`config.mk`:
```
export PLATFORM = sky130hd
export DESIGN_NAME = lateral_tilt_preset_offset
export DESIGN_NICKNAME = d
export VERILOG_FILES = /design/src/rtl/lateral_tilt_pkg.sv /design/src/rtl/lateral_calc.sv /design/src/rtl/lateral_tilt_preset_offset.sv
export SDC_FILE = /design/constraint.sdc
export NUM_CORES = 1
export LEC_CHECK = 0
export ABC_AREA = 1
export BUFFER_PORTS_ARGS = -buffer_cell sky130_fd_sc_hd__buf_2
export CORE_MARGIN = 4
export CORE_UTILIZATION = 50
export DETAILED_ROUTE_END_ITERATION = 8
export GPL_ROUTABILITY_DRIVEN = 1
export GPL_TIMING_DRIVEN = 1
export PLACE_DENSITY = 0.7
export SYNTH_ARGS = -nofsm -noshare
export SYNTH_HDL_FRONTEND = slang
export SYNTH_SLANG_ARGS = --single-unit
```
`constraint.sdc`:
```
create_clock -name MCLK_IN -period 4.3 [get_ports MCLK_IN]
set_clock_uncertainty 0.05 [all_clocks]
set_input_delay 0.86 -clock MCLK_IN [delete_from_list [all_inputs] [get_ports MCLK_IN]]
set_output_delay 0.86 -clock MCLK_IN [all_outputs]
set_load 0.01 [all_outputs]
```
`src/rtl/lateral_tilt_pkg.sv`:
```
package lateral_tilt_pkg;

	// Object indices of the lateral objects.
	localparam logic [15:0] IDX_OP_PARAM     = 16'h6021;
	localparam logic [15:0] IDX_PRESET       = 16'h6022;
	localparam logic [15:0] IDX_AUTO_OFFSET  = 16'h6023;
	localparam logic [15:0] IDX_DIFF_OFFSET  = 16'h6024;
	localparam logic [15:0] IDX_TILT_VALUE   = 16'h6020;
	localparam logic [15:0] IDX_WIDE_BASE    = 16'h6120;
	localparam logic [15:0] IDX_WIDE_LAST    = 16'h6124;
	localparam logic [15:0] IDX_WIDE_DELTA   = 16'h0100;
	localparam logic [15:0] IDX_PRESET_Y     = 16'h2601;

	// Operating parameter field positions and reset values.
	localparam int          OP_INVERT_BIT    = 0;
	localparam int          OP_SCALE_BIT     = 1;
	localparam logic [7:0]  OP_RESET         = 8'h02;
	localparam logic [15:0] PRESET_RESET     = 16'h0000;
	localparam logic [15:0] OFFSET_RESET     = 16'h0000;

	// Saturation limits of the signed 16-bit output.
	localparam logic signed [17:0] SAT_MAX   = 18'sh07FFF;
	localparam logic signed [17:0] SAT_MIN   = -18'sh08000;

	// One object access from the master.
	typedef struct packed {
		logic        wr;
		logic        rd;
		logic [15:0] index;
		logic [31:0] data;
	} obj_req_t;

	// Answer to one access.
	typedef struct packed {
		logic        valid;
		logic        error;
		logic [31:0] data;
	} obj_rsp_t;

endpackage

```
`src/rtl/lateral_calc.sv`:
```
`timescale 1ns/1ps
// Combinational output and offset arithmetic for the lateral axis.
module lateral_calc (
	input  wire logic signed [15:0] phys_in,
	input  wire logic               invert_in,
	input  wire logic               scale_in,
	input  wire logic signed [15:0] auto_off_in,
	input  wire logic signed [15:0] diff_off_in,
	input  wire logic signed [15:0] preset_in,
	output logic signed [15:0]      tilt_out,
	output logic signed [15:0]      offset_out
);
	logic signed [17:0] signed_phys;
	logic signed [17:0] sum;
	logic signed [17:0] off;

	// Signed physical value with multiplier, then optional offsets.
	always_comb begin
		signed_phys = invert_in ? -18'(phys_in) : 18'(phys_in);
		sum = scale_in ? signed_phys + 18'(auto_off_in) + 18'(diff_off_in)
			: signed_phys;
		if (sum > lateral_tilt_pkg::SAT_MAX) begin
			tilt_out = 16'(lateral_tilt_pkg::SAT_MAX);
		end else if (sum < lateral_tilt_pkg::SAT_MIN) begin
			tilt_out = 16'(lateral_tilt_pkg::SAT_MIN);
		end else begin
			tilt_out = sum[15:0];
		end
		// Offset wraps to 16 bits; valid presets keep it in range.
		off = 18'(preset_in) - signed_phys - 18'(diff_off_in);
		offset_out = off[15:0];
	end
endmodule

```
`src/rtl/lateral_tilt_preset_offset.sv`:
```
`timescale 1ns/1ps
// Contract
// - Bit 0 inverts, bit 1 adds offsets.
// - Operating byte resets to value 2.
// - Single-axis sensor reports lateral value zero.
// - Multiplier is +1, or -1 when inverted.
// - Scaled output adds auto and differential offsets.
// - Signed preset, default zero, sets current output.
// - Preset is in current resolution units.
// - Offset recomputed on any preset object write.
// - Offset = preset - signed physical - differential.
// - Automatic offset is signed and read only.
// - Differential offset counts only when scaling.
// - Full-circle single-axis variant lacks auto offset.
// - Wide lateral objects alias the 16-bit ones.
// - Preset correct only inside limited range.
module lateral_tilt_preset_offset #(
	parameter bit DUAL_AXIS   = 1'b1,
	parameter bit HAS_AUTO_OFF = 1'b1
) (
	// Clock and reset.
	input  wire logic                       MCLK_IN,
	input  wire logic                       RST_IN,
	// Physical lateral inclination, in current resolution units.
	input  wire logic signed [15:0]         PHYS_IN,
	// Object access from the master.
	input  wire lateral_tilt_pkg::obj_req_t REQ_IN,
	output lateral_tilt_pkg::obj_rsp_t      RSP_OUT,
	// Computed lateral output.
	output logic signed [15:0]              TILT_OUT
);
	logic [7:0]         op_r,      op_nxt;
	logic signed [15:0] preset_r,  preset_nxt;
	logic signed [15:0] auto_r,    auto_nxt;
	logic signed [15:0] diff_r,    diff_nxt;
	logic signed [15:0] tilt_r,    tilt_nxt;
	lateral_tilt_pkg::obj_rsp_t rsp_r, rsp_nxt;
	logic [15:0]        idx;
	logic signed [15:0] calc_tilt;
	logic signed [15:0] calc_off;
	logic signed [15:0] wdata;
	logic               preset_wr;

	// Wide view folds onto the 16-bit indices; upper bits are dropped.
	always_comb begin
		idx = REQ_IN.index;
		if (REQ_IN.index >= lateral_tilt_pkg::IDX_WIDE_BASE &&
			REQ_IN.index <= lateral_tilt_pkg::IDX_WIDE_LAST) begin
			idx = REQ_IN.index - lateral_tilt_pkg::IDX_WIDE_DELTA;
		end
		wdata = REQ_IN.data[15:0];
	end

	// Preset written via 16-bit, wide or Y-axis preset object.
	assign preset_wr = REQ_IN.wr &&
		(idx == lateral_tilt_pkg::IDX_PRESET ||
		 idx == lateral_tilt_pkg::IDX_PRESET_Y);

	// The offset is taken from the new preset and the live physical value.
	lateral_calc calc (
		.phys_in     (PHYS_IN),
		.invert_in   (op_r[lateral_tilt_pkg::OP_INVERT_BIT]),
		.scale_in    (op_r[lateral_tilt_pkg::OP_SCALE_BIT]),
		.auto_off_in (auto_r),
		.diff_off_in (diff_r),
		.preset_in   (preset_wr ? wdata : preset_r),
		.tilt_out    (calc_tilt),
		.offset_out  (calc_off)
	);

	// Register writes, reads and output update.
	always_comb begin
		op_nxt     = op_r;
		preset_nxt = preset_r;
		auto_nxt   = auto_r;
		diff_nxt   = diff_r;
		rsp_nxt    = '0;
		tilt_nxt   = DUAL_AXIS ? calc_tilt : 16'sh0000;
		if (REQ_IN.wr) begin
			rsp_nxt.valid = 1'b1;
			unique case (idx)
				lateral_tilt_pkg::IDX_OP_PARAM:
					op_nxt = REQ_IN.data[7:0];
				lateral_tilt_pkg::IDX_PRESET,
				lateral_tilt_pkg::IDX_PRESET_Y:
					preset_nxt = wdata;
				lateral_tilt_pkg::IDX_DIFF_OFFSET:
					diff_nxt = wdata;
				default:
					rsp_nxt.error = 1'b1;
			endcase
			if (preset_wr && HAS_AUTO_OFF) begin
				auto_nxt = calc_off;
			end
		end else if (REQ_IN.rd) begin
			rsp_nxt.valid = 1'b1;
			unique case (idx)
				lateral_tilt_pkg::IDX_TILT_VALUE:
					rsp_nxt.data = 32'(tilt_r);
				lateral_tilt_pkg::IDX_OP_PARAM:
					rsp_nxt.data = {24'h000000, op_r};
				lateral_tilt_pkg::IDX_PRESET,
				lateral_tilt_pkg::IDX_PRESET_Y:
					rsp_nxt.data = 32'(preset_r);
				lateral_tilt_pkg::IDX_AUTO_OFFSET: begin
					if (HAS_AUTO_OFF) begin
						rsp_nxt.data = 32'(auto_r);
					end else begin
						rsp_nxt.error = 1'b1;
					end
				end
				lateral_tilt_pkg::IDX_DIFF_OFFSET:
					rsp_nxt.data = 32'(diff_r);
				default:
					rsp_nxt.error = 1'b1;
			endcase
		end
	end

	// State registers.
	always_ff @(posedge MCLK_IN or posedge RST_IN) begin
		if (RST_IN) begin
			op_r     <= lateral_tilt_pkg::OP_RESET;
			preset_r <= lateral_tilt_pkg::PRESET_RESET;
			auto_r   <= lateral_tilt_pkg::OFFSET_RESET;
			diff_r   <= lateral_tilt_pkg::OFFSET_RESET;
			tilt_r   <= 16'sh0000;
			rsp_r    <= '0;
		end else begin
			op_r     <= op_nxt;
			preset_r <= preset_nxt;
			auto_r   <= auto_nxt;
			diff_r   <= diff_nxt;
			tilt_r   <= tilt_nxt;
			rsp_r    <= rsp_nxt;
		end
	end

	assign RSP_OUT  = rsp_r;
	assign TILT_OUT = tilt_r;
endmodule

```
# ---- Word-level counts from Yosys, hierarchy flattened
# Index checks and enable logic that the tools add are counted.
dict set report totals {
  ff_bits 106
  inputBits 68
  wordCells 46
}
dict set report op_classes {
  n_addsub 6
  magnitude_cmp 4
  eq_ne 6
  mux 12
  n_reduce_logical 10
}
# operator count
set ops {}
lappend ops {{case mux 32 bit (5 select lines)} 1}
lappend ops {{equality test 16 x 15 -> 1 bit (second input constant)} 5}
lappend ops {{2-to-1 mux 16 bit} 4}
lappend ops {{adder 18 x 16 -> 18 bit} 2}
lappend ops {{2-to-1 mux 18 bit} 2}
lappend ops {{2-to-1 mux 34 bit} 1}
lappend ops {{2-to-1 mux 32 bit} 1}
lappend ops {{subtractor 16 bit} 2}
lappend ops {{greater-than comparator 18 x 16 -> 1 bit (second input constant)} 1}
lappend ops {{< comparator 18 x 16 -> 1 bit (second input constant)} 1}
lappend ops {{negator 16 -> 18 bit} 1}
lappend ops {{equality test 16 x 14 -> 1 bit (second input constant)} 1}
lappend ops {{>= comparator 16 x 15 -> 1 bit (second input constant)} 1}
lappend ops {{less-or-equal comparator 16 x 15 -> 1 bit (second input constant)} 1}
lappend ops {{subtractor 16 x 9 -> 16 bit (second input constant)} 1}
lappend ops {{AND reduction 2 bit} 4}
lappend ops {{OR reduction 6 bit} 1}
lappend ops {{OR reduction 4 bit} 1}
lappend ops {{logical AND 1 bit} 2}
lappend ops {{2-to-1 mux 1 bit} 2}
lappend ops {{2-to-1 mux 2 bit} 1}
lappend ops {{OR reduction 2 bit} 1}
lappend ops {{logical OR 1 bit} 1}

# ---- Longest topological paths before layout
# Gate-level depths: netlist of the first run.
dict set report depth {
  ltp_word 9
  ltp_mapped 32
  depth_no_buf 31
}

# ---- Cells and area by module
# Synthesis of the first run repeated with hierarchy kept, for this count alone.
dict set report unflattened {
  hier_cells 1036
  hier_area_um2 7643.6
}
# mod n_inst cells_each area_per_inst_um2 seq_area_each_um2
set by_module_without_submodules {}
lappend by_module_without_submodules {lateral_tilt_preset_offset 1 504 4267.8 2253.4}
lappend by_module_without_submodules {lateral_calc 1 532 3375.7 0.0}

# ---- Worst setup path after synthesis of the first run
# OpenSTA, ideal clock, no wires.
dict set report synth_timing {
  kind {input-to-reg}
  start {in REQ_IN[41] in the netlist's numbering}
  end {reg auto_r[12]}
  setup_ns 0.135
  arrival_time_ns 4.635
  required_ns 4.115
  slack_ns -0.520
  cell_stages 31
  n_path_buf 1
  path_cell_list {inv_1 ha_1 nand3_1 nor2_2 nand2_1 nand2_2 nand2_1 nor2_1 nor2_1 nand2_1 nor2_2 nand3_2 nand2_2 nand2_2 clkbuf_1 nand2_1 o21ai_1 inv_1 fa_1 inv_1 ha_1 nand2_1 o21ai_0 a21oi_1 nor2_1 nor2_1 o21ai_0 a21oi_1 o21bai_1 xor2_1 o21ai_0}
}
dict set report synth_between {
  elab_chain_cells 9
}
# item line
set synth_rtl {}
lappend synth_rtl {{start: declaration} lateral_tilt_preset_offset.sv:27} ;# input wire lateral_tilt_pkg::obj_req_t REQ_IN,
lappend synth_rtl {{>= comparator 16 x 15 -> 1 bit / less-or-equal comparator 16 x 15 -> 1 bit (equally long branches)} {lateral_tilt_preset_offset.sv:47, lateral_tilt_preset_offset.sv:48}}
lappend synth_rtl {{logical AND 1 bit} lateral_tilt_preset_offset.sv:47} ;# if (REQ_IN.index >= lateral_tilt_pkg::IDX_WIDE_BASE &&
lappend synth_rtl {{2-to-1 mux 16 bit (*)} lateral_tilt_preset_offset.sv:47}
lappend synth_rtl {{equality test 16 x 15 -> 1 bit / equality test 16 x 14 -> 1 bit (equally long branches)} {lateral_tilt_preset_offset.sv:56, lateral_tilt_preset_offset.sv:57}}
lappend synth_rtl {{logical OR 1 bit (*)} lateral_tilt_preset_offset.sv:56} ;# (idx == lateral_tilt_pkg::IDX_PRESET ||
lappend synth_rtl {{logical AND 1 bit (*)} lateral_tilt_preset_offset.sv:55} ;# assign preset_wr = REQ_IN.wr &&
lappend synth_rtl {{2-to-1 mux 16 bit} lateral_tilt_preset_offset.sv:66} ;# .preset_in (preset_wr ? wdata : preset_r),
lappend synth_rtl {{subtractor 16 bit (2 in a row)} lateral_calc.sv:30} ;# off = 18'(preset_in) - signed_phys - 18'(diff_off_in);
lappend synth_rtl {{end signal: assignment} lateral_tilt_preset_offset.sv:125} ;# auto_r <= lateral_tilt_pkg::OFFSET_RESET;
lappend synth_rtl {{end signal: assignment} lateral_tilt_preset_offset.sv:132} ;# auto_r <= auto_nxt;
lappend synth_rtl {{end: declaration} lateral_tilt_preset_offset.sv:34} ;# logic signed [15:0] auto_r, auto_nxt;
# Every way passes the cells marked *; elsewhere a longest branch is shown, timed or not.
# A chain may end at the register's enable or synchronous reset.

# ---- Worst setup path in the final report of the first run
dict set report layout_timing {
  start {in REQ_IN[46] in the netlist's numbering}
  end {reg auto_r[12]}
}
# The elaborated chain is that of the path after synthesis.

==> results.sh, run 1 <==
export IMPL_tightestPinTransition_ns=0.8961
export IMPL_hold_class="reg2reg"
export IMPL_die_height_um=126.4
export IMPL_seq_area_frac_synth=0.3217
export IMPL_overflow=0
export IMPL_finalWirelength_mm=27.88
export IMPL_cts_sinks=90
export IMPL_critPathArrivalTime_ns=5.00
export IMPL_timing_slew_headroom=0.4026
export IMPL_wl_per_cell_um=20.35
export IMPL_synth_distinct_cells=45
export IMPL_root_buffer="clkbuf_16"
export IMPL_r2r_end="TILT_OUT[13]$_DFF_PP0_"
export IMPL_yosysTopAreaCellShare=0.3180
export IMPL_first_pass_iters=8
export IMPL_via_per_inst=5.824
export IMPL_finalHoldViolations=0
export IMPL_cp_slowest_stage_delay_ns=0.49
export IMPL_drcViolationCount=1
export IMPL_r2r_setup_slack_ns=0.09
export IMPL_mostFrequentLayoutCells="182 x buf_4, 161 x nand2_1, 136 x inv_1, 94 x buf_2, 89 x dfrtp_1"
export IMPL_start_kind="primary input"
export IMPL_gp_congestion=0.9448
export IMPL_portBuffers=101
export IMPL_worst_path_max_fanout=6
export IMPL_syn_nets=1049
export IMPL_power_mw=2.398
export IMPL_criticalPathCategory="in2reg"
export IMPL_synthesis_area_um2=7004
export IMPL_min_to="op_r[4]$_DFFE_PP0P_"
export IMPL_hpwlAfterDp_mm=16.76
export IMPL_clk_pin_slew_ns=0.07
export IMPL_critPathCaptureType="flip-flop"
export IMPL_cts_max_path_buffers=2
export IMPL_cts_hold_fix_buffers=0
export IMPL_maxCapViolations=0
export IMPL_synthArstFlopShare=1.000
export IMPL_peakVddDrop_v=0.0001962
export IMPL_placed_area_um2=8866
export IMPL_cts_buffers=9
export IMPL_drv_slew=0
export IMPL_grt_pass1_wl_mm=38.60
export IMPL_rr_startpoint="op_r[0]$_DFFE_PP0P_"
export IMPL_setup_viol=24
export IMPL_utilization=0.7906
export IMPL_ant_nets=0
export IMPL_grt_start_max_net_pins=71
export IMPL_grtUsageTotal=0.3066
export IMPL_critical_path_slowest_cell="fa_1"
export IMPL_num_rows=42
export IMPL_max_freq_ghz=0.2083
export IMPL_nets=1325
export IMPL_fin_crit_ns=4.800
export IMPL_r2r_cells=24
export IMPL_avgSynthCellArea_um2=7.672
export IMPL_period_share=1.116
export IMPL_ios=118
export IMPL_fin_ws_ns=-0.5005
export IMPL_vias=7979
export IMPL_crit_required_ns=4.50
export IMPL_p_leak_nw=5.249
export IMPL_yosys_warnings=0
export IMPL_start_util=0.5206
export IMPL_outcome="finished with violations"
export IMPL_initialDrtViolationCount=879
export IMPL_diodes=0
export IMPL_antenna_found_initial=1
export IMPL_yosysTopAreaCell="dfrtp_1"
export IMPL_ys_ff_latch=90
export IMPL_clk_latency_ns=0.37
export IMPL_cpMostUsedCell="nand2_2"
export IMPL_synthTopCellsByArea="dfrtp_1 32%, nand2_1 11%, fa_1 9.4%, inv_1 8.1%, ha_1 6.3%"
export IMPL_syn2layout_area_growth_pct=51.84
export IMPL_powerDensity_nw_per_um2=225.5
export IMPL_design_area_um2=10640
export IMPL_drive_gt1_frac=0.4481
export IMPL_rsz0062_at_grt="yes"
export IMPL_fp_dieArea_um2=15970
export IMPL_first_global_vias=7430
export IMPL_die_w_um=126.4
export IMPL_cts_tree="yes"
export IMPL_synthCells=913
export IMPL_htree_levels=3
export IMPL_synth_edf_count=0
export IMPL_violations="design-rule violations, negative setup slack"
export IMPL_whs_ns=0.4472
export IMPL_final_common_cell="buf_4"
export IMPL_synthFlopType="dfrtp_1"
export IMPL_worstHoldPathCells=2
export IMPL_core_um2=13450
export IMPL_hp_start="op_r[4]$_DFFE_PP0P_"
[timing repair]
action / CTS / global route
setup endpoints to repair: 23 / 29
gates resized for setup: 113 / 147
buffers inserted: 29 / 18
cloned: 1 / 1
pin swaps: 70 / 108
[Yosys cell counts, types with 4 or more instances]
| cell type | number |
|---|---|
| nand2_1 | 206 |
| inv_1 | 151 |
| dfrtp_1 | 89 |
| nor2_1 | 61 |
| o21ai_0 | 60 |
| a21oi_1 | 42 |
| ha_1 | 35 |
| fa_1 | 33 |
| nand3_1 | 33 |
| xor2_1 | 24 |
| buf_4 | 18 |
| o21ai_1 | 16 |
| o211ai_1 | 13 |
| a221oi_1 | 10 |
| nor3_1 | 10 |
| buf_2 | 9 |
| clkbuf_1 | 9 |
| nand2_2 | 9 |
| xnor2_1 | 8 |
| or2_2 | 7 |
| a31oi_1 | 5 |
| inv_2 | 5 |
| nand4_1 | 5 |
| nor4_1 | 5 |
| o21bai_1 | 5 |
| o31ai_1 | 5 |
| nand3b_1 | 4 |
| nor2_2 | 4 |
[area by class of cell]
| type | count | area (um2) |
|---|---|---|
| Clock buffer | 11 | 252.7 |
| Clock inverter | 5 | 85.08 |
| Fill cell | 827 | 2818 |
| Inverter | 157 | 611.8 |
| Multi-Input combinational cell | 629 | 5002 |
| Sequential cell | 90 | 2253 |
| Tap cell | 176 | 220.2 |
| Timing Repair Buffer | 302 | 2210 |
[how the worst max path moves through the flow]
stage,start,to,slack (ns),cells past startpoint
global route,REQ_IN[46],auto_r[12]$_DFFE_PP0P_,-0.61,31
floorplan,REQ_IN[34],auto_r[12]$_DFFE_PP0P_,-0.17,27
global placement,REQ_IN[41],auto_r[12]$_DFFE_PP0P_,-0.73,30
finish,REQ_IN[46],auto_r[12]$_DFFE_PP0P_,-0.50,31
CTS,REQ_IN[41],auto_r[12]$_DFFE_PP0P_,-0.15,30
detailed placement,REQ_IN[41],auto_r[12]$_DFFE_PP0P_,-0.77,30
[critical path, delay by kind of cell]
| family | cells | cell delay, ns |
|---|---|---|
| fa+ha+maj | 2 | 0.79 |
| xor+xnor | 1 | 0.21 |
| buf+inv | 6 | 0.58 |
| simple gates | 15 | 1.48 |
| compound gates | 7 | 1.06 |
[power by group]
part / total, mW / switching [mW] / leakage [nW] / internal [mW]
clock network: 0.926 / 0.381 / 0.162 / 0.545
logic: 0.602 / 0.325 / 3.90 / 0.277
registers: 0.870 / 0.0107 / 1.18 / 0.860
[per-layer routing]
layer | share of wire | track usage | vias to the layer above
met5 | 0 | 0 | -
met4 | 0.058 | 0.1300 | 0
met1 | 0.37 | 0.4195 | 3782
met2 | 0.46 | 0.4773 | 568
met3 | 0.11 | 0.06053 | 163
li1 | - | - | 3466
[cells by family after synthesis]
family,count (synthesis),synth area share
AO/OA/AOI/OAI,174,0.1456
XOR/XNOR,32,0.04001
adder cells (fa/ha/maj),68,0.1568
buffers and inverters,194,0.1152
flip-flops,90,0.3217
AND/OR/NAND/NOR,355,0.2206
[state kept, by name (all words and copies together), names as in the netlist]
register	count
op_r	8
preset_r	16
RSP_OUT	18
diff_r	16
auto_r	16
TILT_OUT	16
[metrics by stage]
stage | worst slack (ns) | instances | TNS [ns]
6_report | -0.5005 | 1370 | -5.271
5_1_grt | -0.6134 | 1370 | -9.918
4_1_cts | -0.1522 | 1356 | -1.678
3_5_place_dp | -0.7740 | 1311 | -15.10
3_3_place_gp | -0.7302 | 1311 | -13.35
2_1_floorplan | -0.1678 | 913 | -0.1960
(Power assumes the default switching activity.)
==> run 2: changes to the inputs <==
--- a/config.mk
+++ b/config.mk
@@ -7,7 +7,7 @@
 export LEC_CHECK = 0
 export ABC_AREA = 1
 export BUFFER_PORTS_ARGS = -buffer_cell sky130_fd_sc_hd__buf_2
-export CORE_MARGIN = 4
+export CORE_MARGIN = 2
 export CORE_UTILIZATION = 50
 export DETAILED_ROUTE_END_ITERATION = 8
 export GPL_ROUTABILITY_DRIVEN = 1
==> results.sh, run 2 (synthesis gave the netlist of run 1 again) <==
export IMPL_ant_nets=0
export IMPL_start_util=0.5085
export IMPL_fin_ws_ns=-0.2147
export IMPL_design_area_um2=10170
export IMPL_tightestPinTransition_ns=0.9727
export IMPL_antenna_found_initial=0
export IMPL_outcome="finished with violations"
export IMPL_use_met1=0.4414
export IMPL_drive_gt1_frac=0.4071
export IMPL_die_w_um=122.4
export IMPL_path_depth=30
export IMPL_timing_slew_headroom=0.3515
export IMPL_rr_startpoint="op_r[0]$_DFFE_PP0P_"
export IMPL_final_common_cell="buf_4"
export IMPL_clk_latency_ns=0.36
export IMPL_ios=118
export IMPL_crit_required_ns=4.53
export IMPL_nets=1315
export IMPL_critical_path_slowest_cell="fa_1"
export IMPL_cp_top_family="simple AND/OR/NAND/NOR gates"
export IMPL_power_frac_clock=0.386
export IMPL_initialDrtViolationCount=680
export IMPL_largest_reg_flops=18
export IMPL_grt_start_max_net_pins=76
export IMPL_cp_slowest_stage_delay_ns=0.50
export IMPL_fin_crit_ns=4.515
export IMPL_cts_buffers=9
export IMPL_hold_class="reg2reg"
export IMPL_max_freq_ghz=0.2215
export IMPL_crit_path_end="auto_r[14]$_DFFE_PP0P_"
export IMPL_cpMostUsedCell="nand2_4"
export IMPL_drcViolationCount=0
export IMPL_mostFrequentLayoutCells="174 x buf_4, 167 x nand2_1, 134 x inv_1, 94 x buf_2, 88 x dfrtp_1"
export IMPL_die_height_um=122.4
export IMPL_gr_usage_met2=0.5257
export IMPL_start_kind="primary input"
export IMPL_worst_path_max_fanout=7
export IMPL_finalHoldViolations=0
export IMPL_powerDensity_nw_per_um2=223.7
export IMPL_first_pass_iters=5
export IMPL_diodes=0
export IMPL_switching_share=0.2844
export IMPL_r2r_setup_slack_ns=0.14
export IMPL_cts_tree="yes"
export IMPL_wl_per_cell_um=18.14
export IMPL_critPathCaptureType="flip-flop"
export IMPL_root_buffer="clkbuf_16"
export IMPL_criticalPathCategory="in2reg"
export IMPL_grt_util_met3=0.07760
export IMPL_placed_area_um2=8836
export IMPL_violations="negative setup slack"
export IMPL_cts_sinks=90
export IMPL_finalWirelength_mm=24.74
export IMPL_syn2layout_area_growth_pct=45.14
export IMPL_maxCapViolations=0
export IMPL_setup_viol=24
export IMPL_via_per_inst=5.488
export IMPL_grt_pass1_wl_mm=37.35
export IMPL_rsz0062_at_grt="yes"
export IMPL_top_usage_layer="met2"
export IMPL_htree_levels=3
export IMPL_clk_pin_slew_ns=0.07
export IMPL_switching_power_mw=0.6469
export IMPL_portBuffers=101
export IMPL_period_share=1.050
export IMPL_power_frac_seq=0.382
export IMPL_drv_slew=0
export IMPL_fp_dieArea_um2=14970
export IMPL_num_rows=43
export IMPL_power_mw=2.275
export IMPL_cts_hold_fix_buffers=0
export IMPL_grtUsageTotal=0.3295
export IMPL_p_leak_nw=5.109
export IMPL_r2r_cells=25
export IMPL_cts_max_path_buffers=2
export IMPL_overflow=0
export IMPL_critPathArrivalTime_ns=4.74
export IMPL_cp_startpoint="REQ_IN[43]"
export IMPL_combPwrFrac=0.232
export IMPL_hpwlAfterDp_mm=16.12
export IMPL_first_global_vias=7253
export IMPL_worst_path_buf_inv=7
export IMPL_peakVddDrop_v=0.0001794
export IMPL_num_fill_cells=985
export IMPL_gp_congestion=0.9462
export IMPL_r2r_end="TILT_OUT[2]$_DFF_PP0_"
export IMPL_vias=7486
export IMPL_core_um2=13770
export IMPL_power_internal_mw=1.628
## run 2: cell type report
| class | instances | area (um2) | share of cell area |
|---|---|---|---|
| Multi-Input combinational cell | 629 | 4677 | 0.4601 |
| Sequential cell | 90 | 2255 | 0.2218 |
| Timing Repair Buffer | 292 | 2079 | 0.2046 |
| Inverter | 157 | 609.3 | 0.05994 |
| Clock buffer | 11 | 242.7 | 0.02388 |
| Tap cell | 180 | 225.2 | 0.02215 |
| Clock inverter | 5 | 77.57 | 0.007631 |
## run 2: timing repair
action | in CTS | in global routing
endpoints found under the setup margin | 23 | 29
pin swaps | 60 | 70
resized for setup | 117 | 82
setup buffers | 33 | 11
## run 2: per-layer routing
| metal | share of wire | up-vias |
|---|---|---|
| li1 | - | 3454 |
| met1 | 0.41 | 3576 |
| met2 | 0.46 | 378 |
| met3 | 0.094 | 78 |
| met4 | 0.035 | 0 |
| met5 | 0 | - |
## run 2: worst min-delay path by stage
stage | cells after the start | to | startpoint
finish | 2 | op_r[7]$_DFFE_PP0P_ | op_r[7]$_DFFE_PP0P_
CTS | 2 | op_r[6]$_DFFE_PP0P_ | op_r[6]$_DFFE_PP0P_
floorplan | 2 | op_r[4]$_DFFE_PP0P_ | op_r[4]$_DFFE_PP0P_
detailed placement | 2 | op_r[6]$_DFFE_PP0P_ | op_r[6]$_DFFE_PP0P_
global route | 2 | op_r[6]$_DFFE_PP0P_ | op_r[6]$_DFFE_PP0P_
global placement | 2 | op_r[7]$_DFFE_PP0P_ | op_r[7]$_DFFE_PP0P_
## run 2: worst register-to-register path, cell delays in order (launching register included)
cell and delay, ns:
dfrtp_2 0.49, inv_1 0.21, a21oi_1 0.16, nand2_1 0.08, o21ai_0 0.12, inv_1 0.09, fa_1 0.50, fa_1 0.47
inv_1 0.09, nand3_1 0.06, nand2_1 0.11, nand2_2 0.07, nand2_2 0.08, a21oi_4 0.07, nand3b_1 0.18, nand2_1 0.09
nand2_1 0.06, nand2_1 0.08, a21oi_2 0.06, or2_1 0.20, nand3_1 0.08, o21ai_2 0.09, buf_4 0.16, a21o_1 0.18
buf_6 0.17, nand2_1 0.08
## run 2: power by group through the flow
stage	Sequential, mW	Clock (mW)	Combinational, mW
after floorplan	0.889	0	0.212
after global placement	0.885	0	0.417
after detailed placement	0.884	0	0.422
after CTS	0.869	0.881	0.475
after global routing	0.870	0.912	0.573
final	0.870	0.877	0.528
## run 2: through the flow
stage	util	TNS (ns)	setup slack (ns)	hold WS, ns	cells
after detailed placement	0.6415	-16.21	-0.7715	0.4229	1312
after floorplan	-	-0.1960	-0.1678	0.4034	913
after global placement	0.6415	-14.72	-0.7636	0.4162	1312
after CTS	0.7117	-2.545	-0.1648	0.4392	1357
after global routing	0.7381	-7.510	-0.4391	0.4787	1364
final	0.7381	-2.166	-0.2147	0.4517	1364
==> run 3: changes to the inputs <==
--- a/config.mk
+++ b/config.mk
@@ -5,14 +5,14 @@
 export SDC_FILE = /design/constraint.sdc
 export NUM_CORES = 1
 export LEC_CHECK = 0
-export ABC_AREA = 1
+export ABC_AREA = 0
 export BUFFER_PORTS_ARGS = -buffer_cell sky130_fd_sc_hd__buf_2
 export CORE_MARGIN = 2
 export CORE_UTILIZATION = 50
 export DETAILED_ROUTE_END_ITERATION = 8
 export GPL_ROUTABILITY_DRIVEN = 1
 export GPL_TIMING_DRIVEN = 1
-export PLACE_DENSITY = 0.7
+export PLACE_DENSITY = 0.73
 export SYNTH_ARGS = -nofsm -noshare
 export SYNTH_HDL_FRONTEND = slang
 export SYNTH_SLANG_ARGS = --single-unit
==> constraint.sdc (replaced) <==
create_clock -name MCLK_IN -period 4.1 [get_ports MCLK_IN]
set_clock_uncertainty 0.05 [all_clocks]
set_input_delay 0.82 -clock MCLK_IN [delete_from_list [all_inputs] [get_ports MCLK_IN]]
set_output_delay 0.82 -clock MCLK_IN [all_outputs]
set_load 0.01 [all_outputs]
==> results.sh, run 3 <==
export IMPL_gp_congestion=0.9915
export IMPL_yosys_warnings=0
export IMPL_portBuffers=101
export IMPL_synthesis_area_um2=7012
export IMPL_core_um2=13770
export IMPL_antenna_found_initial=1
export IMPL_ant_nets=0
export IMPL_p_leak_nw=4.907
export IMPL_ios=118
export IMPL_htree_levels=3
export IMPL_syn2layout_area_growth_pct=45.72
export IMPL_cts_max_path_buffers=2
export IMPL_worstHoldPathCells=2
export IMPL_crit_required_ns=4.29
export IMPL_rr_startpoint="op_r[0]$_DFFE_PP0P_"
export IMPL_hpwlAfterDp_mm=16.51
export IMPL_largest_reg_flops=18
export IMPL_fin_crit_ns=4.819
export IMPL_wl_per_cell_um=21.22
export IMPL_first_global_vias=7188
export IMPL_fin_ws_ns=-0.7192
export IMPL_initialDrtViolationCount=705
export IMPL_power_mw=2.433
export IMPL_synthCells=751
export IMPL_finalWirelength_mm=25.34
export IMPL_r2r_cells=16
export IMPL_preCtsSetupSlack_ns=-1.326
export IMPL_yosysTopAreaCell="dfrtp_1"
export IMPL_clk_latency_ns=0.37
export IMPL_outcome="finished with violations"
export IMPL_yosysTopAreaCellShare=0.3176
export IMPL_violations="negative setup slack"
export IMPL_drv_slew=0
export IMPL_avgSynthCellArea_um2=9.337
export IMPL_maxCapViolations=0
export IMPL_ys_ff_latch=90
export IMPL_seq_area_frac_synth=0.3214
export IMPL_drcViolationCount=0
export IMPL_critPathCaptureType="flip-flop"
export IMPL_multi_input_area_um2=5031
export IMPL_die_w_um=122.4
export IMPL_seq_area_um2=2253
export IMPL_synthFlopType="dfrtp_1"
export IMPL_powerDensity_nw_per_um2=238.2
export IMPL_synth_distinct_cells=81
export IMPL_synthArstFlopShare=1.000
export IMPL_finalHoldViolations=0
export IMPL_nets=1144
export IMPL_cts_sinks=90
export IMPL_final_common_cell="buf_4"
export IMPL_critPathArrivalTime_ns=5.01
export IMPL_worst_path_max_fanout=5
export IMPL_start_util=0.5091
export IMPL_rsz0062_at_grt="yes"
export IMPL_setup_viol=27
export IMPL_synth_most_common_cell="dfrtp_1"
export IMPL_cts_tree="yes"
export IMPL_drive_gt1_frac=0.4600
export IMPL_die_height_um=122.4
export IMPL_criticalPathCategory="in2reg"
export IMPL_hold_class="reg2reg"
export IMPL_syn_nets=887
export IMPL_via_per_inst=6.044
export IMPL_root_buffer="clkbuf_16"
export IMPL_grtUsageTotal=0.3180
export IMPL_r2r_end="TILT_OUT[3]$_DFF_PP0_"
export IMPL_overflow=0
export IMPL_num_fill_cells=904
export IMPL_netlist_top_cells_count="89 x dfrtp_1, 82 x nand2_1, 80 x inv_1"
export IMPL_max_freq_ghz=0.2075
export IMPL_timing_slew_headroom=0.3420
export IMPL_start_kind="primary input"
export IMPL_mostFrequentLayoutCells="176 x buf_4, 92 x buf_2, 89 x dfrtp_1, 74 x nand2_1, 72 x inv_1"
export IMPL_min_to="preset_r[15]$_DFFE_PP0N_"
export IMPL_tightestPinTransition_ns=0.9833
export IMPL_cts_hold_fix_buffers=0
export IMPL_r2r_setup_slack_ns=-0.24
export IMPL_synthTopCellsByArea="dfrtp_1 32%, fa_1 9.4%, ha_1 6.2%, nand2_1 4.4%, o21ai_0 4.4%"
export IMPL_grt_pass1_wl_mm=36.25
export IMPL_clk_pin_slew_ns=0.08
export IMPL_synth_edf_count=0
export IMPL_peakVddDrop_v=0.0001787
export IMPL_num_rows=43
export IMPL_period_share=1.175
export IMPL_cts_buffers=9
export IMPL_vias=7216
export IMPL_grt_start_max_net_pins=35
export IMPL_fp_dieArea_um2=14990
export IMPL_first_pass_iters=6
export IMPL_hp_start="preset_r[15]$_DFFE_PP0N_"
run 3: repair_timing:
item,CTS,global route
pin swaps,40,52
resized for setup,62,83
endpoints found under the setup margin,27,27
setup buffers,30,23
gates cloned,0,2
run 3: stage by stage:
| step | instances | utilization | setup TNS, ns | cell area (um2) | hold slack (ns) |
|---|---|---|---|---|---|
| 2_1_floorplan | 751 | - | -13.18 | 7321 | 0.3884 |
| 3_3_place_gp | 1124 | 0.6369 | -24.09 | 8772 | 0.4140 |
| 3_5_place_dp | 1124 | 0.6369 | -28.08 | 8772 | 0.4149 |
| 4_1_cts | 1170 | 0.6976 | -9.827 | 9608 | 0.4285 |
| 5_1_grt | 1193 | 0.7416 | -17.40 | 10210 | 0.4624 |
| 6_report | 1194 | 0.7418 | -14.60 | 10220 | 0.4281 |
run 3: worst max-delay path, cell delays in order:
cell,delay [ns]
buf_6,0.09
or4_4,0.53
or2_4,0.27
buf_6,0.13
nor3_4,0.17
a21boi_0,0.15
xnor2_1,0.16
buf_4,0.15
inv_1,0.05
fa_1,0.50
ha_4,0.32
o21ai_0,0.12
nand2b_1,0.15
nand3_2,0.11
and4_1,0.21
o31a_1,0.37
nor4_4,0.28
buf_4,0.19
buf_6,0.13
o21ai_1,0.08
run 3: kinds of logic after synthesis:
family / Yosys count / synth area share
xor+xnor: 32 / 0.04104
simple gates: 226 / 0.1711
flops: 90 / 0.3214
fa+ha+maj: 68 / 0.1567
mux: 42 / 0.06495
compound gates: 168 / 0.1668
buf+inv: 125 / 0.07798
run 3: layer usage:
| metal | share of wire | vias up | global-route usage |
|---|---|---|---|
| met4 | 0.054 | 0 | 0.1588 |
| met2 | 0.49 | 457 | 0.5292 |
| met5 | 0 | - | 0 |
| met1 | 0.36 | 3483 | 0.3882 |
| li1 | - | 3136 | - |
| met3 | 0.095 | 140 | 0.07249 |
run 3: worst max-delay path by stage:
stage / depth (start not counted) / to / from / slack, ns
final: 20 / TILT_OUT[3]$_DFF_PP0_ / PHYS_IN[7] / -0.72
after global routing: 20 / TILT_OUT[5]$_DFF_PP0_ / PHYS_IN[7] / -0.81
after CTS: 18 / TILT_OUT[3]$_DFF_PP0_ / PHYS_IN[7] / -0.50
after detailed placement: 18 / TILT_OUT[3]$_DFF_PP0_ / PHYS_IN[7] / -1.33
after global placement: 16 / TILT_OUT[4]$_DFF_PP0_ / PHYS_IN[1] / -1.10
after floorplan: 16 / TILT_OUT[10]$_DFF_PP0_ / PHYS_IN[1] / -0.68
run 3: final cells by class:
class,instances,area share
antenna,1,0.0002449
clock buffer,9,0.02204
clock inverter,7,0.009919
inverter,80,0.03000
multi-input combinational,536,0.4924
sequential,90,0.2205
tap,180,0.02204
timing repair buffer,291,0.2028
run 3: power breakdown:
part	switching, mW	leakage (nW)	internal [mW]
Clock	0.413	0.163	0.542
Combinational	0.297	3.54	0.267
Sequential	0.0127	1.20	0.902
